==> src/ssp_pkg.sv <==
// ssp_pkg: constants and field layouts for the three-wire synthesizer programming port
// assumes: included before every other design file of the port
package ssp_pkg;

	localparam int unsigned SSP_WORD_W  = 22;
	localparam int unsigned SSP_DATA_W  = 20;
	localparam int unsigned SSP_ADDR_W  = 2;
	localparam int unsigned SSP_LATCH_N = 4;
	localparam int unsigned SSP_SYNC_N  = 3;

	// positions inside the 22-bit shift word
	localparam int unsigned SSP_DATA_MSB = 21;
	localparam int unsigned SSP_DATA_LSB = 2;
	localparam int unsigned SSP_ADDR_MSB = 1;

	// latch selection codes
	localparam logic [1:0] SSP_ADR_SECOND_REF = 2'h0;
	localparam logic [1:0] SSP_ADR_SECOND_FB  = 2'h1;
	localparam logic [1:0] SSP_ADR_FIRST_REF  = 2'h2;
	localparam logic [1:0] SSP_ADR_FIRST_FB   = 2'h3;

	// values after reset
	localparam logic [21:0] SSP_SHIFT_RST = 22'h000000;
	localparam logic [19:0] SSP_LATCH_RST = 20'h00000;

	// reference-divider latch layout, data bits 19..0 = word bits 21..2
	typedef struct packed {
		logic [1:0]  multifunction_output_select;
		logic        pump_tristate;
		logic        pump_high_current;
		logic        detector_polarity;
		logic [14:0] reference_ratio;
	} ssp_ref_s;

	// feedback-divider latch layout
	typedef struct packed {
		logic        loop_power_down;
		logic        prescaler_modulus;
		logic [12:0] program_count;
		logic [4:0]  swallow_count;
	} ssp_fb_s;

	// serial pin group as sampled
	typedef struct packed {
		logic sclk;
		logic sdata;
		logic load_strobe;
	} ssp_pins_s;

endpackage : ssp_pkg

==> src/ssp_latch_bank.sv <==
// ssp_latch_bank: four 20-bit programming latches written through an address mux
// assumes: write strobe is a single-cycle pulse on clk
`timescale 1ns/10ps
`default_nettype none
module ssp_latch_bank
	import ssp_pkg::*;
#(
	parameter int unsigned DATA_W = SSP_DATA_W,
	parameter int unsigned ADDR_W = SSP_ADDR_W
) (
	input  wire logic                           clk,
	input  wire logic                           reset,
	input  wire logic                           ce,
	input  wire logic                           wr_en,
	input  wire logic [ADDR_W-1:0]              wr_addr,
	input  wire logic [DATA_W-1:0]              wr_data,
	output var  logic [(1<<ADDR_W)*DATA_W-1:0]  latch_q
);

	localparam int unsigned LN = 1 << ADDR_W;

	logic [DATA_W-1:0] mem_r   [LN];
	logic [DATA_W-1:0] mem_nxt [LN];

	////////////////////////////////////////////////////////////////////////////////
	genvar gi;
	generate
		for (gi = 0; gi < LN; gi++) begin : g_latch
			always_comb begin
				mem_nxt[gi] = mem_r[gi];
				if (wr_en && wr_addr == ADDR_W'(gi)) begin
					mem_nxt[gi] = wr_data;
				end
			end
			always_ff @(posedge clk) begin
				if (reset) begin
					mem_r[gi] <= SSP_LATCH_RST;
				end else if (ce) begin
					mem_r[gi] <= mem_nxt[gi];
				end
			end
			assign latch_q[gi*DATA_W +: DATA_W] = mem_r[gi];
		end
	endgenerate

endmodule : ssp_latch_bank
`default_nettype wire

==> src/ssp_serial_port.sv <==
// ssp_serial_port: three-wire programming port with four divider latches
// assumes: serial pins are asynchronous to clk and much slower than it
`timescale 1ns/10ps
`default_nettype none
module ssp_serial_port
	import ssp_pkg::*;
#(
	parameter int unsigned WORD_W = SSP_WORD_W,
	parameter int unsigned SYNC_N = SSP_SYNC_N
) (
	input  wire logic        clk,
	input  wire logic        reset,
	input  wire logic        ce,
	input  wire logic        sclk,
	input  wire logic        sdata,
	input  wire logic        load_strobe,
	output var  logic [1:0]  first_multifunction_output_select,
	output var  logic        first_pump_tristate,
	output var  logic        first_pump_high_current,
	output var  logic        first_detector_polarity,
	output var  logic [14:0] first_reference_ratio,
	output var  logic        first_loop_power_down,
	output var  logic        first_prescaler_modulus,
	output var  logic [12:0] first_program_count,
	output var  logic [4:0]  first_swallow_count,
	output var  logic [1:0]  second_multifunction_output_select,
	output var  logic        second_pump_tristate,
	output var  logic        second_pump_high_current,
	output var  logic        second_detector_polarity,
	output var  logic [14:0] second_reference_ratio,
	output var  logic        second_loop_power_down,
	output var  logic        second_prescaler_modulus,
	output var  logic [12:0] second_program_count,
	output var  logic [4:0]  second_swallow_count
);

	////////////////////////////////////////////////////////////////////////////////
	// pin synchronisers: three stages, change accepted when stages 2 and 3 agree
	ssp_pins_s sync1_r, sync2_r, sync3_r;
	ssp_pins_s sync1_nxt, sync2_nxt, sync3_nxt;
	ssp_pins_s pins_in;
	ssp_pins_s stable_r, stable_nxt;

	always_comb begin
		pins_in   = '{sclk: sclk, sdata: sdata, load_strobe: load_strobe};
		sync1_nxt = pins_in;
		sync2_nxt = sync1_r;
		sync3_nxt = sync2_r;
		stable_nxt = stable_r;
		if (sync2_r.sclk == sync3_r.sclk) begin
			stable_nxt.sclk = sync3_r.sclk;
		end
		if (sync2_r.sdata == sync3_r.sdata) begin
			stable_nxt.sdata = sync3_r.sdata;
		end
		if (sync2_r.load_strobe == sync3_r.load_strobe) begin
			stable_nxt.load_strobe = sync3_r.load_strobe;
		end
	end

	always_ff @(posedge clk) begin
		if (reset) begin
			sync1_r  <= '0;
			sync2_r  <= '0;
			sync3_r  <= '0;
			stable_r <= '0;
		end else if (ce) begin
			sync1_r  <= sync1_nxt;
			sync2_r  <= sync2_nxt;
			sync3_r  <= sync3_nxt;
			stable_r <= stable_nxt;
		end
	end

	////////////////////////////////////////////////////////////////////////////////
	// edge detection and shift register
	logic              sclk_rise, strobe_rise;
	logic [WORD_W-1:0] shift_r, shift_nxt;
	logic              load_r, load_nxt;

	always_comb begin
		sclk_rise = stable_nxt.sclk & ~stable_r.sclk;
		strobe_rise = stable_nxt.load_strobe & ~stable_r.load_strobe;
		shift_nxt = shift_r;
		if (sclk_rise) begin
			shift_nxt = {shift_r[WORD_W-2:0], stable_nxt.sdata};
		end
		load_nxt = strobe_rise;
	end

	always_ff @(posedge clk) begin
		if (reset) begin
			shift_r <= SSP_SHIFT_RST;
			load_r  <= 1'b0;
		end else if (ce) begin
			shift_r <= shift_nxt;
			load_r  <= load_nxt;
		end
	end

	////////////////////////////////////////////////////////////////////////////////
	// latches: written regardless of power-down bits
	logic [SSP_LATCH_N*SSP_DATA_W-1:0] latch_q;

	ssp_latch_bank #(
		.DATA_W (SSP_DATA_W),
		.ADDR_W (SSP_ADDR_W)
	) u_bank (
		.clk     (clk),
		.reset   (reset),
		.ce      (ce),
		.wr_en   (load_r),
		.wr_addr (shift_r[SSP_ADDR_MSB:0]),
		.wr_data (shift_r[SSP_DATA_MSB:SSP_DATA_LSB]),
		.latch_q (latch_q)
	);

	////////////////////////////////////////////////////////////////////////////////
	// field split; latch outputs are flip-flops
	ssp_ref_s first_ref, second_ref;
	ssp_fb_s  first_fb, second_fb;

	always_comb begin
		second_ref = ssp_ref_s'(latch_q[SSP_ADR_SECOND_REF*SSP_DATA_W +: SSP_DATA_W]);
		second_fb  = ssp_fb_s'(latch_q[SSP_ADR_SECOND_FB*SSP_DATA_W +: SSP_DATA_W]);
		first_ref  = ssp_ref_s'(latch_q[SSP_ADR_FIRST_REF*SSP_DATA_W +: SSP_DATA_W]);
		first_fb   = ssp_fb_s'(latch_q[SSP_ADR_FIRST_FB*SSP_DATA_W +: SSP_DATA_W]);
		first_multifunction_output_select  = first_ref.multifunction_output_select;
		first_pump_tristate                = first_ref.pump_tristate;
		first_pump_high_current            = first_ref.pump_high_current;
		first_detector_polarity            = first_ref.detector_polarity;
		first_reference_ratio              = first_ref.reference_ratio;
		first_loop_power_down              = first_fb.loop_power_down;
		first_prescaler_modulus            = first_fb.prescaler_modulus;
		first_program_count                = first_fb.program_count;
		first_swallow_count                = first_fb.swallow_count;
		second_multifunction_output_select = second_ref.multifunction_output_select;
		second_pump_tristate               = second_ref.pump_tristate;
		second_pump_high_current           = second_ref.pump_high_current;
		second_detector_polarity           = second_ref.detector_polarity;
		second_reference_ratio             = second_ref.reference_ratio;
		second_loop_power_down             = second_fb.loop_power_down;
		second_prescaler_modulus           = second_fb.prescaler_modulus;
		second_program_count               = second_fb.program_count;
		second_swallow_count               = second_fb.swallow_count;
	end

endmodule : ssp_serial_port
`default_nettype wire

==> config.mk <==
export PLATFORM = sky130hd
export DESIGN_NAME = ssp_serial_port
export DESIGN_NICKNAME = d
export VERILOG_FILES = /design/src/ssp_pkg.sv /design/src/ssp_latch_bank.sv /design/src/ssp_serial_port.sv
export SDC_FILE = /design/constraint.sdc
export NUM_CORES = 1
export LEC_CHECK = 0
export BUFFER_PORTS_ARGS = -buffer_cell sky130_fd_sc_hd__buf_2
export CORE_UTILIZATION = 57
export CTS_CLUSTER_SIZE = 8
export DETAILED_ROUTE_END_ITERATION = 8
export PLACE_DENSITY = 0.92
export SLEW_MARGIN = 5
export SYNTH_ARGS = -nofsm -noshare
export SYNTH_HDL_FRONTEND = slang
export SYNTH_HIERARCHICAL = 1
export SYNTH_SLANG_ARGS = --single-unit
export TNS_END_PERCENT = 5
==> constraint.sdc <==
create_clock -name clk -period 5 [get_ports clk]
set_input_delay 0.25 -clock clk [delete_from_list [all_inputs] [get_ports clk]]
set_output_delay 0.25 -clock clk [all_outputs]
set_load 0.01 [all_outputs]
==> results.txt, run 1 <==
The yosys synthesis warning count is 6. The H-tree was split into 4 levels. The worst-case IR drop observed on VDD is roughly 0.00027 V. Timing analysis after detailed placement gives a worst setup slack of 3.00 ns. The path class of the tightest hold or removal check is primary input to flip-flop.

The run finished, with violations left. Setup repair after global routing left no endpoint under its margin. The core region is about 6500 um2. The clock tree skew after final layout came out at between 0.007 and 0.008 ns. On the critical path, the stage with the largest delay is an instance of o21bai_2.

The maximum operating frequency came out at 556 MHz. The via count of the first global-routing pass came out at 2302. The combined area of all synthesized cells came out at about 3900 um2. The setup TNS after final layout is 0 ns. The number of cells upsized or downsized after cts is 0.

The largest buffer count on any clock path came out at 2. The number of search-and-repair iterations in the first detailed-routing pass came out at 7. The xor and xnor fraction of the mapped netlist area is 0%. Of all nets on the critical path, the largest fanout is 20. The first-pass GRT wire length came out at about 12000 um. The total chip power is approximately 2.3 mW.

At the worst endpoint, the arrival time is ~1.9 ns. The critical path is of the flip-flop to flip-flop type. The root buffer cell chosen for the clock tree is clkbuf_8. The worst setup path is captured at a flip-flop. The post-layout worst setup margin came out at about 3.2 ns. In the global route stage, overall resource usage came out at ~23%. The routability congestion estimate from global placement came out at about 0.70. The width of the chip came out at about 85 um. The mux contribution to synthesized area is between 2 and 2.5%. The share of the synthesized area in the top cell type is slightly above 60%.

The share of flip-flops with an asynchronous set or reset after synthesis came out at 0%. The area share of fa/ha/maj cells after synthesis came out at 0%. Setup violations remaining at the end of the flow were counted as 0. The final reports fail on design-rule violations. The utilization of the core after routing is 76.5%. The fraction of the yosys area taken by sequential cells is between 70% and 80%.

The number of failing hold endpoints at the final stage came to 0. For this configuration, the core starts out at a cell density of approximately three fifths. The share of the synthesized area in compound gates (AO/OA/AOI/OAI) is ~5.5%. The leakage power of the design is 1.95 nW. The post-synthesis to final-layout area growth is 27.2%. Summed over all instances, the cell type with the most area after synthesis is edfxtp_1. The worst relative slew slack came out at between 30% and 40%. Measured along the y axis, the die boundary spans 84.8 um. The net count of the mapped netlist came out at between 200 and 300. After the last flow step, the layout net total stands at 359. The average cell area after synthesis came out at between 15 and 20 um2. The clock-pin slew on the worst setup and hold paths is around 0.060 ns. After Yosys synthesis, and, or, nand and nor cells account for around a tenth of the synthesized area.

Among all flip-flop cells after synthesis, the most frequent one is edfxtp_1. The final non-filler cell total is roughly 440. STA classifies the critical path startpoint as a flip-flop. The number of unique standard cell types used by synthesis came out at 24.

The proportion of layout cells with a drive suffix above 1 is between 30 and 40%. The number of antenna repair diodes came out at 0. In this run the power density over the cells is 470 nW/um2. The slew at the pin closest to its max-slew limit came out at 1.04 ns. Ranked by instance count, the synthesized netlist is headed by edfxtp_1 (80), nand2_1 (47), dfxtp_1 (35), a21oi_1 (25).

After layout, the worst path uses a little over a third of the clock period. The hold slack is ~0.27 ns. TritonCTS built the clock tree. The number of buffers created by CTS is 17. The cell count after synthesis came out at around 260.

After synthesis, the cell types taking the most area are edfxtp_1 (61%), dfxtp_1 (18%), nand2_1 (4.5%). The count of state elements after synthesis is 115. The number of remaining DRC errors is 10. The max-slew violation count came to 0. The residual antenna-violating net count after detailed routing is 0.

The detailed-route wire length per cell came out at 16.8 um. The die covers around 7000 um2. The total routed wirelength came out at around 7500 um.

Counting tap cells, the placed design contains a total of 408 instances. The stage delay of the slowest cell on the critical path came out at around 0.83 ns. The clock network latency to the later pin of the worst-skew pair came out at approximately 0.5 ns. The most frequent cell after synthesis is edfxtp_1. Entering global routing, the biggest net connects just over 40 pins.

The data required time of the critical path is 5.12 ns. The ratio of routed vias to standard cells is ~5.5. The placed cell area came out at 4340 um2.

The site row count came out at 29. The count of buffers added on input and output ports is 85. Traced cell by cell, the critical path runs through nand3_1, o21bai_2. The time the final worst path needs with I/O delays and setup came out at around 1.8 ns.

The estimated wirelength of the detail-placed design came out at 4030 um. Clock tree synthesis found a total of about 120 sinks. Post-CTS timing repair inserted 0 buffers for setup.

Yosys mapped a number of flops with a built-in enable equal to 80. The number of max-cap violations is 0. The top-level I/O count is 86. The residual overflow from global routing is 0.

By area, the combinational part of the netlist is dominated by simple AND/OR/NAND/NOR gates. The violation count after the first detailed-routing iteration came out at about 230. The finished cells cover 4970 um2. The initial antenna violation count came out at 0.

The routed layout has 2416 vias.
-- power by group --
part | internal [mW] | switching [mW] | leakage [nW]
clock | 0.764 | 0.429 | 0.294
combinational | 0.0298 | 0.0550 | 0.606
sequential | 1.05 | 0.0109 | 1.05
total | 1.84 | 0.495 | 1.95
-- placed cells by master, fill, tap and decap left out, types with 3 or more instances in the layout --
| master | synthesis | layout |
|---|---|---|
| buf_2 | 3 | 85 |
| edfxtp_1 | 80 | 80 |
| nand2_1 | 47 | 47 |
| dfxtp_1 | 35 | 35 |
| a21oi_1 | 25 | 25 |
| clkbuf_16 | 0 | 16 |
| nor2_1 | 11 | 11 |
| and2_1 | 11 | 11 |
| mux2i_1 | 9 | 9 |
| and2_2 | 9 | 9 |
| clkinv_4 | 0 | 6 |
| o21ai_0 | 4 | 4 |
| a21o_1 | 3 | 3 |
| inv_6 | 0 | 3 |
| bufinv_16 | 0 | 3 |
| dlygate4sd3_1 | 0 | 3 |
-- worst paths after layout --
path | cells after the start | endpoint | slack [ns] | from
worst max-delay path | 2 | u_bank/mem_r[2][3] | 3.20 | shift_r[1]
worst min-delay path | 3 | load_r | 0.27 | ce
worst max register to register | 2 | u_bank/mem_r[2][3] | 3.20 | shift_r[1]
worst min register to register | 2 | shift_r[15] | 0.47 | shift_r[14]
-- routing by layer --
layer  part of all wire, %  track usage, %  vias to the layer above
met2                    52            37.0                      136
met4                   1.3            13.1                        0
li1                      -               -                     1112
met3                   6.6            7.96                       12
met5                     0               0                        -
met1                    40            25.6                     1156
-- critical path, delay by kind of cell, from the launching register on --
| family | cells | cell delay, ns |
|---|---|---|
| flops | 1 | 0.45 |
| simple gates | 1 | 0.13 |
| compound gates | 1 | 0.83 |
-- layout make-up --
cell class	instances	area, um2
timing repair buffer	88	455
clock inverter	15	183
sequential	115	3100
inverter	2	7.51
clock buffer	17	414
multi-input combinational	129	709
tap	77	96.3
fill	325	1530
-- repair_timing --
action,CTS,global route
endpoints found under the setup margin,0,0
hold buffers,2,1
endpoints found under the hold margin,2,1
-- state kept, by name, indices dropped and copies added, names as in the netlist --
register      cells
u_bank/mem_r     80
shift_r          22
stable_r          3
sync1_r           3
sync2_r           3
sync3_r           3
load_r            1
-- logic make-up (layout without fill, tap and decap cells) --
logic type             count (synthesis)  after routing
AOI/OAI and AO/OA                     37             37
DFF                                  115            115
and+or+nand+nor                       83             83
buffers and inverters                 15            122
muxes                                  9              9
(Power assumes the default switching activity.)
==> inputs of run 2 (changes only) <==
--- a/config.mk
+++ b/config.mk
@@ -6,10 +6,10 @@
 export NUM_CORES = 1
 export LEC_CHECK = 0
 export BUFFER_PORTS_ARGS = -buffer_cell sky130_fd_sc_hd__buf_2
-export CORE_UTILIZATION = 57
+export CORE_UTILIZATION = 53
 export CTS_CLUSTER_SIZE = 8
 export DETAILED_ROUTE_END_ITERATION = 8
-export PLACE_DENSITY = 0.92
+export PLACE_DENSITY = 0.87
 export SLEW_MARGIN = 5
 export SYNTH_ARGS = -nofsm -noshare
 export SYNTH_HDL_FRONTEND = slang
==> constraint.sdc (replaced) <==
create_clock -name clk -period 1.7 [get_ports clk]
set_input_delay 0.085 -clock clk [delete_from_list [all_inputs] [get_ports clk]]
set_output_delay 0.085 -clock clk [all_outputs]
set_load 0.01 [all_outputs]
==> run 2 against run 1 <==
Effect of this change: the run now ends clean; largest power group unchanged; routed wire length fell by 2.8%; flip-flop and latch count did not move; highest routed layer unchanged; fmax rose by 28%.
==> results.txt, run 2 (synthesized netlist as in run 1, its figures left out) <==
The flow ran to the end, and the final reports show no timing, DRC or antenna violations. Using the TritonRoute via totals, the vias-per-cell ratio works out to 5.04. The slew at the pin closest to its max-slew limit is about 0.57 ns. Timing would allow up to 713 MHz.

The vertical extent of the die is roughly 88 um. The deepest level of the CTS H-tree is 4. The summed area of non-filler cells in the final layout is around 5100 um2. After detailed placement, the total cell area comes to 4460 um2.

The pre-antenna-repair detailed-routing pass consisted of 4 iterations. The first-pass GRT wire length is between 10000 and 15000 um. The total net switching power came out at 1.44 mW. Setup total negative slack on the finished layout was measured at 0 ns.

The initial standard-cell utilization of the core is between 50% and 60%. The number of buffers created by CTS is 17. The critical path is of the flip-flop to flip-flop type. Global routing used approximately a fifth of the available tracks.

The kind of cell with the highest combined delay on the critical path is compound AO/OA/AOI/OAI gates. The post-synthesis to final-layout area growth came out at 30.9%. Among all stages on the critical path, the largest delay is contributed by a31o_2. The number of cells upsized or downsized after cts came out at 0. The data arrival at the endpoint of the critical path is roughly 1.5 ns. The worst setup path is captured at a flip-flop. The power per standard cell area came out at approximately 1300 nW/um2. The clock group share of total power came out at between 50% and 60%. The proportion of layout cells with a drive suffix above 1 is about 37%. The number of max-cap violations came out at 0. The number of port buffers came out at 85. The number of vias in the routed layout came out at roughly 2400. Leaving out fill and tap cells, the most frequent cells in the layout are buf_2 (85), edfxtp_1 (80), nand2_1 (47). The number of remaining DRC errors came out at 0. The clock-pin slew on the worst setup and hold paths came out at 0.06 ns. The library cell used most frequently in the layout, excluding fill and tap cells, is buf_2. On the final layout, the worst hold slack is about 0.36 ns. The detailed router finished its first iteration with 146 violations. Overall power consumption after layout is estimated at about 6.9 mW. The final layout contains about 370 nets. The residual antenna-violating net count after detailed routing came out at 0. The site row count is 30.

The worst relative slew slack came out at ~62%. The maximum number of pins on one net before global-route repair is 27. The largest registers in the layout are u_bank/mem_r x80, shift_r x22. The peak supply drop came out at 0.000703 V. The number of antenna repair diodes is 0. The congestion estimate from routability-driven global placement came to about 0.72.

The part of the total power dissipated in sequential elements came out at 45.4%. STA classifies the critical path startpoint as a flip-flop. The residual overflow from global routing came out at 0. The top-level I/O count is between 80 and 90.

The leakage power of the design came out at around 2.0 nW. The total routed wirelength came out at 7250 um. The max-slew violation count is 0.

The final critical-path share of the clock period is between 80 and 90%. The slack of the worst reg-to-reg path is ~0.30 ns. The number of hold buffers added after CTS is 6.

Once the clock tree was built, the setup fixing pass inserted 0 buffers. At the worst endpoint, the required time is between 1.5 and 2 ns. Setup repair after global routing left no endpoint under its margin. Net switching is a little over a fifth of the power.

The via count of the first global-routing pass is roughly 2300. Along the worst path, the maximum fanout reaches 20. The initial antenna violation count came out at 0. The area of the die is roughly 7700 um2.

The final setup violation count came out at 0. The time the final worst path needs with I/O delays and setup is ~1.4 ns. The detailed-route wire length per cell is roughly 15 um. From left edge to right edge, the die measures 87.9 um. TritonCTS built the clock tree. The clock tree skew after final layout is around 0.0091 ns. The share of total power dissipated in combinational logic is ~4%. The buffer cell driving the clock tree root is clkbuf_8.

The estimated wirelength of the detail-placed design came out at around 4500 um. In this run the worst hold path is classified as primary input to flip-flop. The signal on the critical path passes through nor2_1, a31o_2.

CTS saw approximately 120 sinks. The area of the core region came out at 6940 um2. The clock network latency to the later pin of the worst-skew pair is about 0.51 ns. The utilization of the core after routing came out at 73.6%.

The stage delay of the slowest cell on the critical path came out at 0.54 ns. The largest buffer count on any clock path is 2. The count of buffering cells on the critical path with inverters included is 0. The number of failing hold endpoints at the final stage came out at 0. The flip-flop count of the largest register, all copies and words added came out at 80.

Ranked by flip-flop count, first place goes to u_bank/mem_r. The internal power of the cells totals ~5.4 mW.
-- run 2: cell types whose count changed in the layout (fill, tap and decap cells not counted) --
cell	delta
clkinv_4	-1
dlygate4sd3_1	+3
clkinvlp_4	+1
buf_4	+7
buf_12	+2
-- run 2: worst min-delay path: cells and delay by family --
family	cells	cell delay (ns)
multiplexers	1	0.05
buffers and inverters	2	0.61
AND/OR/NAND/NOR	1	0.07
-- run 2: path summary, 6_finish.rpt --
| path | startpoint | endpoint | cells after the start |
|---|---|---|---|
| max | shift_r[1] | u_bank/mem_r[0][11] | 2 |
| min | load_strobe | sync1_r[0] | 4 |
| max reg2reg | shift_r[1] | u_bank/mem_r[0][11] | 2 |
| min reg2reg | shift_r[12] | shift_r[12] | 2 |
-- run 2: area by class of cell --
class / count / area, um2
timing repair buffer: 100 / 578
multi-input combinational: 129 / 709
clock buffer: 17 / 414
fill: 412 / 1830
inverter: 2 / 7.51
tap: 96 / 120
sequential: 115 / 3100
clock inverter: 15 / 181
-- run 2: power by group through the flow --
stage | sequential, mW | clock, mW | combinational, mW
final | 3.12 | 3.48 | 0.274
after global routing | 3.13 | 3.65 | 0.296
after CTS | 3.12 | 3.52 | 0.277
after detailed placement | 3.18 | 0 | 0.266
after global placement | 3.17 | 0 | 0.260
after floorplan | 3.23 | 0 | 0.0758
-- run 2: layer usage --
metal,track usage (%),vias up,share of wire (%)
met1,24.7,1133,40
met5,0,-,0
met2,32.2,105,52
met3,6.31,12,5.9
met4,12.2,0,1.5
li1,-,1138,-
-- run 2: per-stage QoR --
step / instances / setup slack, ns
after floorplan: 259 / 0.262
after global placement: 436 / 0.389
after detailed placement: 436 / 0.315
after CTS: 474 / 0.302
after global routing: 474 / 0.188
final: 474 / 0.297
==> inputs of run 3 (changes only) <==
--- a/config.mk
+++ b/config.mk
@@ -5,11 +5,12 @@
 export SDC_FILE = /design/constraint.sdc
 export NUM_CORES = 1
 export LEC_CHECK = 0
+export ABC_AREA = 1
 export BUFFER_PORTS_ARGS = -buffer_cell sky130_fd_sc_hd__buf_2
-export CORE_UTILIZATION = 53
+export CORE_UTILIZATION = 54
 export CTS_CLUSTER_SIZE = 8
 export DETAILED_ROUTE_END_ITERATION = 8
-export PLACE_DENSITY = 0.87
+export PLACE_DENSITY = 0.88
 export SLEW_MARGIN = 5
 export SYNTH_ARGS = -nofsm -noshare
 export SYNTH_HDL_FRONTEND = slang
==> constraint.sdc (replaced) <==
create_clock -name clk -period 1.3 [get_ports clk]
set_input_delay 0.065 -clock clk [delete_from_list [all_inputs] [get_ports clk]]
set_output_delay 0.065 -clock clk [all_outputs]
set_load 0.01 [all_outputs]
==> run 3 against run 2 <==
Effect of this change: combinational power rose by 48%; largest power group unchanged; flip-flop and latch count is the same; critical endpoint is now u_bank/mem_r[1][7]; routed wire length rose by 5.1%; core utilization down 0.67 points; hold slack worse by 0.037 ns; final area rose by 4.6%; highest routed layer unchanged; global-route usage fell by 0.18 points; critical path depth increased by 3; register-to-register slack worse by 0.21 ns; total power grew 26%; final cell count rose by 20%.
==> results.txt, run 3 <==
The run finished with clean final reports. The buffer cell driving the clock tree root is clkbuf_8. The deepest level of the CTS H-tree came out at 4. The site row count came out at 31.

The max-slew violation count is 0. At the end of routability-driven placement, the weighted congestion stood at about 0.75. In the post-synthesis netlist, the cell with the most instances is edfxtp_1. The count of buffering cells on the critical path with inverters included came out at 2. Measured in cells, the most critical reg-to-reg path has a length of 5. Clock-pin slew was measured on the worst setup and hold paths at around 0.060 ns. The number of vias in the routed layout is 2691. The summed area of non-filler cells in the final layout is ~5300 um2. Synthesis produced 347 cells. The proportion of layout cells with a drive suffix above 1 came out at between 30% and 40%. Entering global routing, the biggest net connects 45 pins.

The worst register-to-register path ends at u_bank/mem_r[1][7]. The most frequent standard cell in the layout excluding fill and tap cells is buf_2. 86 I/O pins were placed.

After legalization and detailed placement, the total HPWL measured 4830 um. The placed instance count came out at 531. In this run the critical register-to-register path is launched from shift_r[0]. For the pin with the worst max-slew slack, the measured transition is around 0.37 ns. The worst relative slew slack is between 70 and 80%. Using the TritonRoute via totals, the vias-per-cell ratio works out to ~4.7. The largest registers in the layout are u_bank/mem_r x80, shift_r x22. The power per standard cell area came out at 1620 nW/um2. Sequential elements use about 75% of the synthesized area.

The number of failing hold endpoints at the final stage came out at 0. The width of the chip is ~89 um. Ranked by total cell area, the synthesized netlist is headed by edfxtp_1 (58%), dfxtp_1 (17%), nand2_1 (5.7%). The CTS tree is yes. For this block, the routed nets add up to about 7600 um of wire. The slack of the worst reg-to-reg path is a little under 0.09 ns. The count of state elements after synthesis came out at 115. The largest buffer count on any clock path is 2. The yosys synthesis warning count is 6. The vertical extent of the die came out at 89.3 um. The utilization of the core after routing came out at approximately 73%.

The kind of cell with the highest combined delay on the critical path is flip-flops. The combined area of all synthesized cells came out at about 4000 um2. The detailed-route wire length per cell is roughly 13 um. The leakage power of the design came out at 2.39 nW. The hold slack came out at between 0.3 and 0.4 ns. The top cell types in the final layout, fill and taps aside, are buf_2 (85), edfxtp_1 (80), nand2_1 (62). The peak supply drop came out at 0.000963 V.

The number of antenna repair diodes came out at 0. The average cell area after synthesis came out at around 12 um2. The largest single stage delay on the critical path is between 0.3 and 0.4 ns. The final-stage net count came out at ~460. The signal on the critical path passes through nand2_1, inv_1, nand2_1, nand2_1, buf_12.

The net count of the mapped netlist came out at 353. The flip-flop count of the largest register, all copies and words added is 80. The number of search-and-repair iterations in the first detailed-routing pass is 4. The number of max-cap violations is 0. By startpoint and endpoint, the worst setup path is classified as flip-flop to flip-flop. For this design, the slowest cell found on the critical path is dfxtp_1. The number of remaining DRC errors came out at 0. The region available for standard cell placement spans roughly 7300 um2. STA classifies the critical path startpoint as a flip-flop.

The number of unique standard cell types used by synthesis is 17. Clock skew on the completed layout was measured at a little under 0.01 ns. The initial antenna violation count came out at 0. The final setup violation count is 0. The number of port buffers is 85. For this run, the leading register cell type out of synthesis is edfxtp_1.

The tightest min-delay check is of the primary input to flip-flop type. For this run, asynchronously set or reset flops after synthesis account for 0%. Summed over all layers, the global routing overflow is 0. The sort of element at the end of the critical path is a flip-flop. Counting stages on the worst path, the most repeated cell is nand2_1.

The violation count after the first detailed-routing iteration came out at 190. The share of the synthesized area in the top cell type is between 50% and 60%. The post-synthesis to final-layout area growth came out at 29.9%. Setup repair after global routing left no endpoint under its margin. After filler insertion, the fill cell instance count of the layout stands at about 470. The placed cell area is approximately 4700 um2.

The time the final worst path needs with I/O delays and setup is roughly 1.2 ns. The first-pass GRT wire length is between 10000 and 15000 um. The number of flops mapped to enable cells by yosys came out at 80.

At the worst endpoint, the required time is about 1.5 ns. The dominant cell type by area after synthesis is edfxtp_1. The final critical-path share of the clock period is between 90% and 100%. The data arrival at the endpoint of the critical path came out at approximately 1.4 ns.

The startpoint of the tightest hold check path is sclk. Counting the buffers created by CTS gives 17. The residual antenna-violating net count after detailed routing came out at 0. The clock network latency to the later pin of the worst-skew pair came out at 0.51 ns.

Based on the critical path, the design can be clocked at up to between 800 and 900 MHz. Ranked by instance count, the synthesized netlist is headed by edfxtp_1 (80), nand2_1 (62), nor2_1 (59), inv_1 (55), dfxtp_1 (35). The via count of the first global-routing pass came out at 2491. The area of the die came out at approximately 8000 um2. The count of clock tree sinks is 115. The total routing usage reported by global routing came out at about a fifth. The maximum net fanout on the critical path is 20.

The terminating pin of the worst hold path is sync1_r[2]. For this configuration, the core starts out at a cell density of about 56%. The final non-filler cell total is between 500 and 600. The register containing the most flip-flops in the final layout is u_bank/mem_r.

The hold-critical path depth came out at 4.
run 3: cell types whose count changed in the layout (fill, tap and decap cells not counted), sizes merged, moves of 7 or more:
cell / delta
a21oi: -17
and2: -20
inv: +55
mux2i: -9
nand2: +16
nor2: +68
o21ai: +7
run 3: per-layer routing:
| layer | routed length [um] | track usage (%) |
|---|---|---|
| met1 | 3050 | 22.9 |
| met2 | 4080 | 34.4 |
| met4 | 71 | 8.95 |
| met3 | 415 | 7.29 |
| met5 | 0 | 0 |
run 3: kinds of logic after synthesis:
logic type      Yosys count  synth area share (%)
simple gates            146                  15.4
flops                   115                  75.4
buf+inv                  67                  6.96
compound gates           19                  2.31
run 3: worst register-to-register path: stages, from the launching register on:
cell and delay [ns]:
dfxtp_1 0.37, nand2_1 0.12, inv_1 0.07, nand2_1 0.05, nand2_1 0.10, buf_12 0.19
run 3: worst max-delay path by stage:
stage / from / endpoint / slack (ns) / cells after the start
4_1_cts: shift_r[1] / u_bank/mem_r[2][14] / 0.08 / 5
2_1_floorplan: shift_r[1] / u_bank/mem_r[2][0] / -0.08 / 4
6_report: shift_r[0] / u_bank/mem_r[1][7] / 0.09 / 5
3_3_place_gp: shift_r[0] / u_bank/mem_r[1][9] / 0.14 / 5
3_5_place_dp: shift_r[0] / u_bank/mem_r[1][12] / 0.10 / 5
5_1_grt: shift_r[0] / u_bank/mem_r[1][2] / 0.03 / 5
run 3: what timing repair did:
| action | 4_1_cts | 5_1_grt |
|---|---|---|
| hold endpoints to repair | 6 | 0 |
| hold buffers | 5 | 0 |
| setup buffers | 0 | 0 |
| gates resized for setup | 0 | 2 |
| endpoints found under the setup margin | 0 | 22 |
run 3: layout make-up:
cell class,instances,area (um2),area share [%]
clock buffer,17,414,7.74
clock inverter,15,133,2.48
inverter,56,210,3.93
multi-input combinational,165,739,13.8
sequential,115,3100,58.0
tap,99,124,2.32
timing repair buffer,101,624,11.7
run 3: through the flow:
step / setup slack [ns] / setup TNS (ns) / total power [mW]
global route: 0.0326 / 0 / 8.92
finish: 0.0892 / 0 / 8.66
global placement: 0.143 / 0 / 4.53
floorplan: -0.0751 / -3.80 / 4.36
detailed placement: 0.105 / 0 / 4.55
CTS: 0.0760 / 0 / 8.71
run 3: power breakdown:
part	total [mW]	internal, mW	switching (mW)
Clock	4.18	2.54	1.64
Combinational	0.405	0.154	0.251
Sequential	4.08	4.03	0.0484
Total	8.66	6.72	1.94
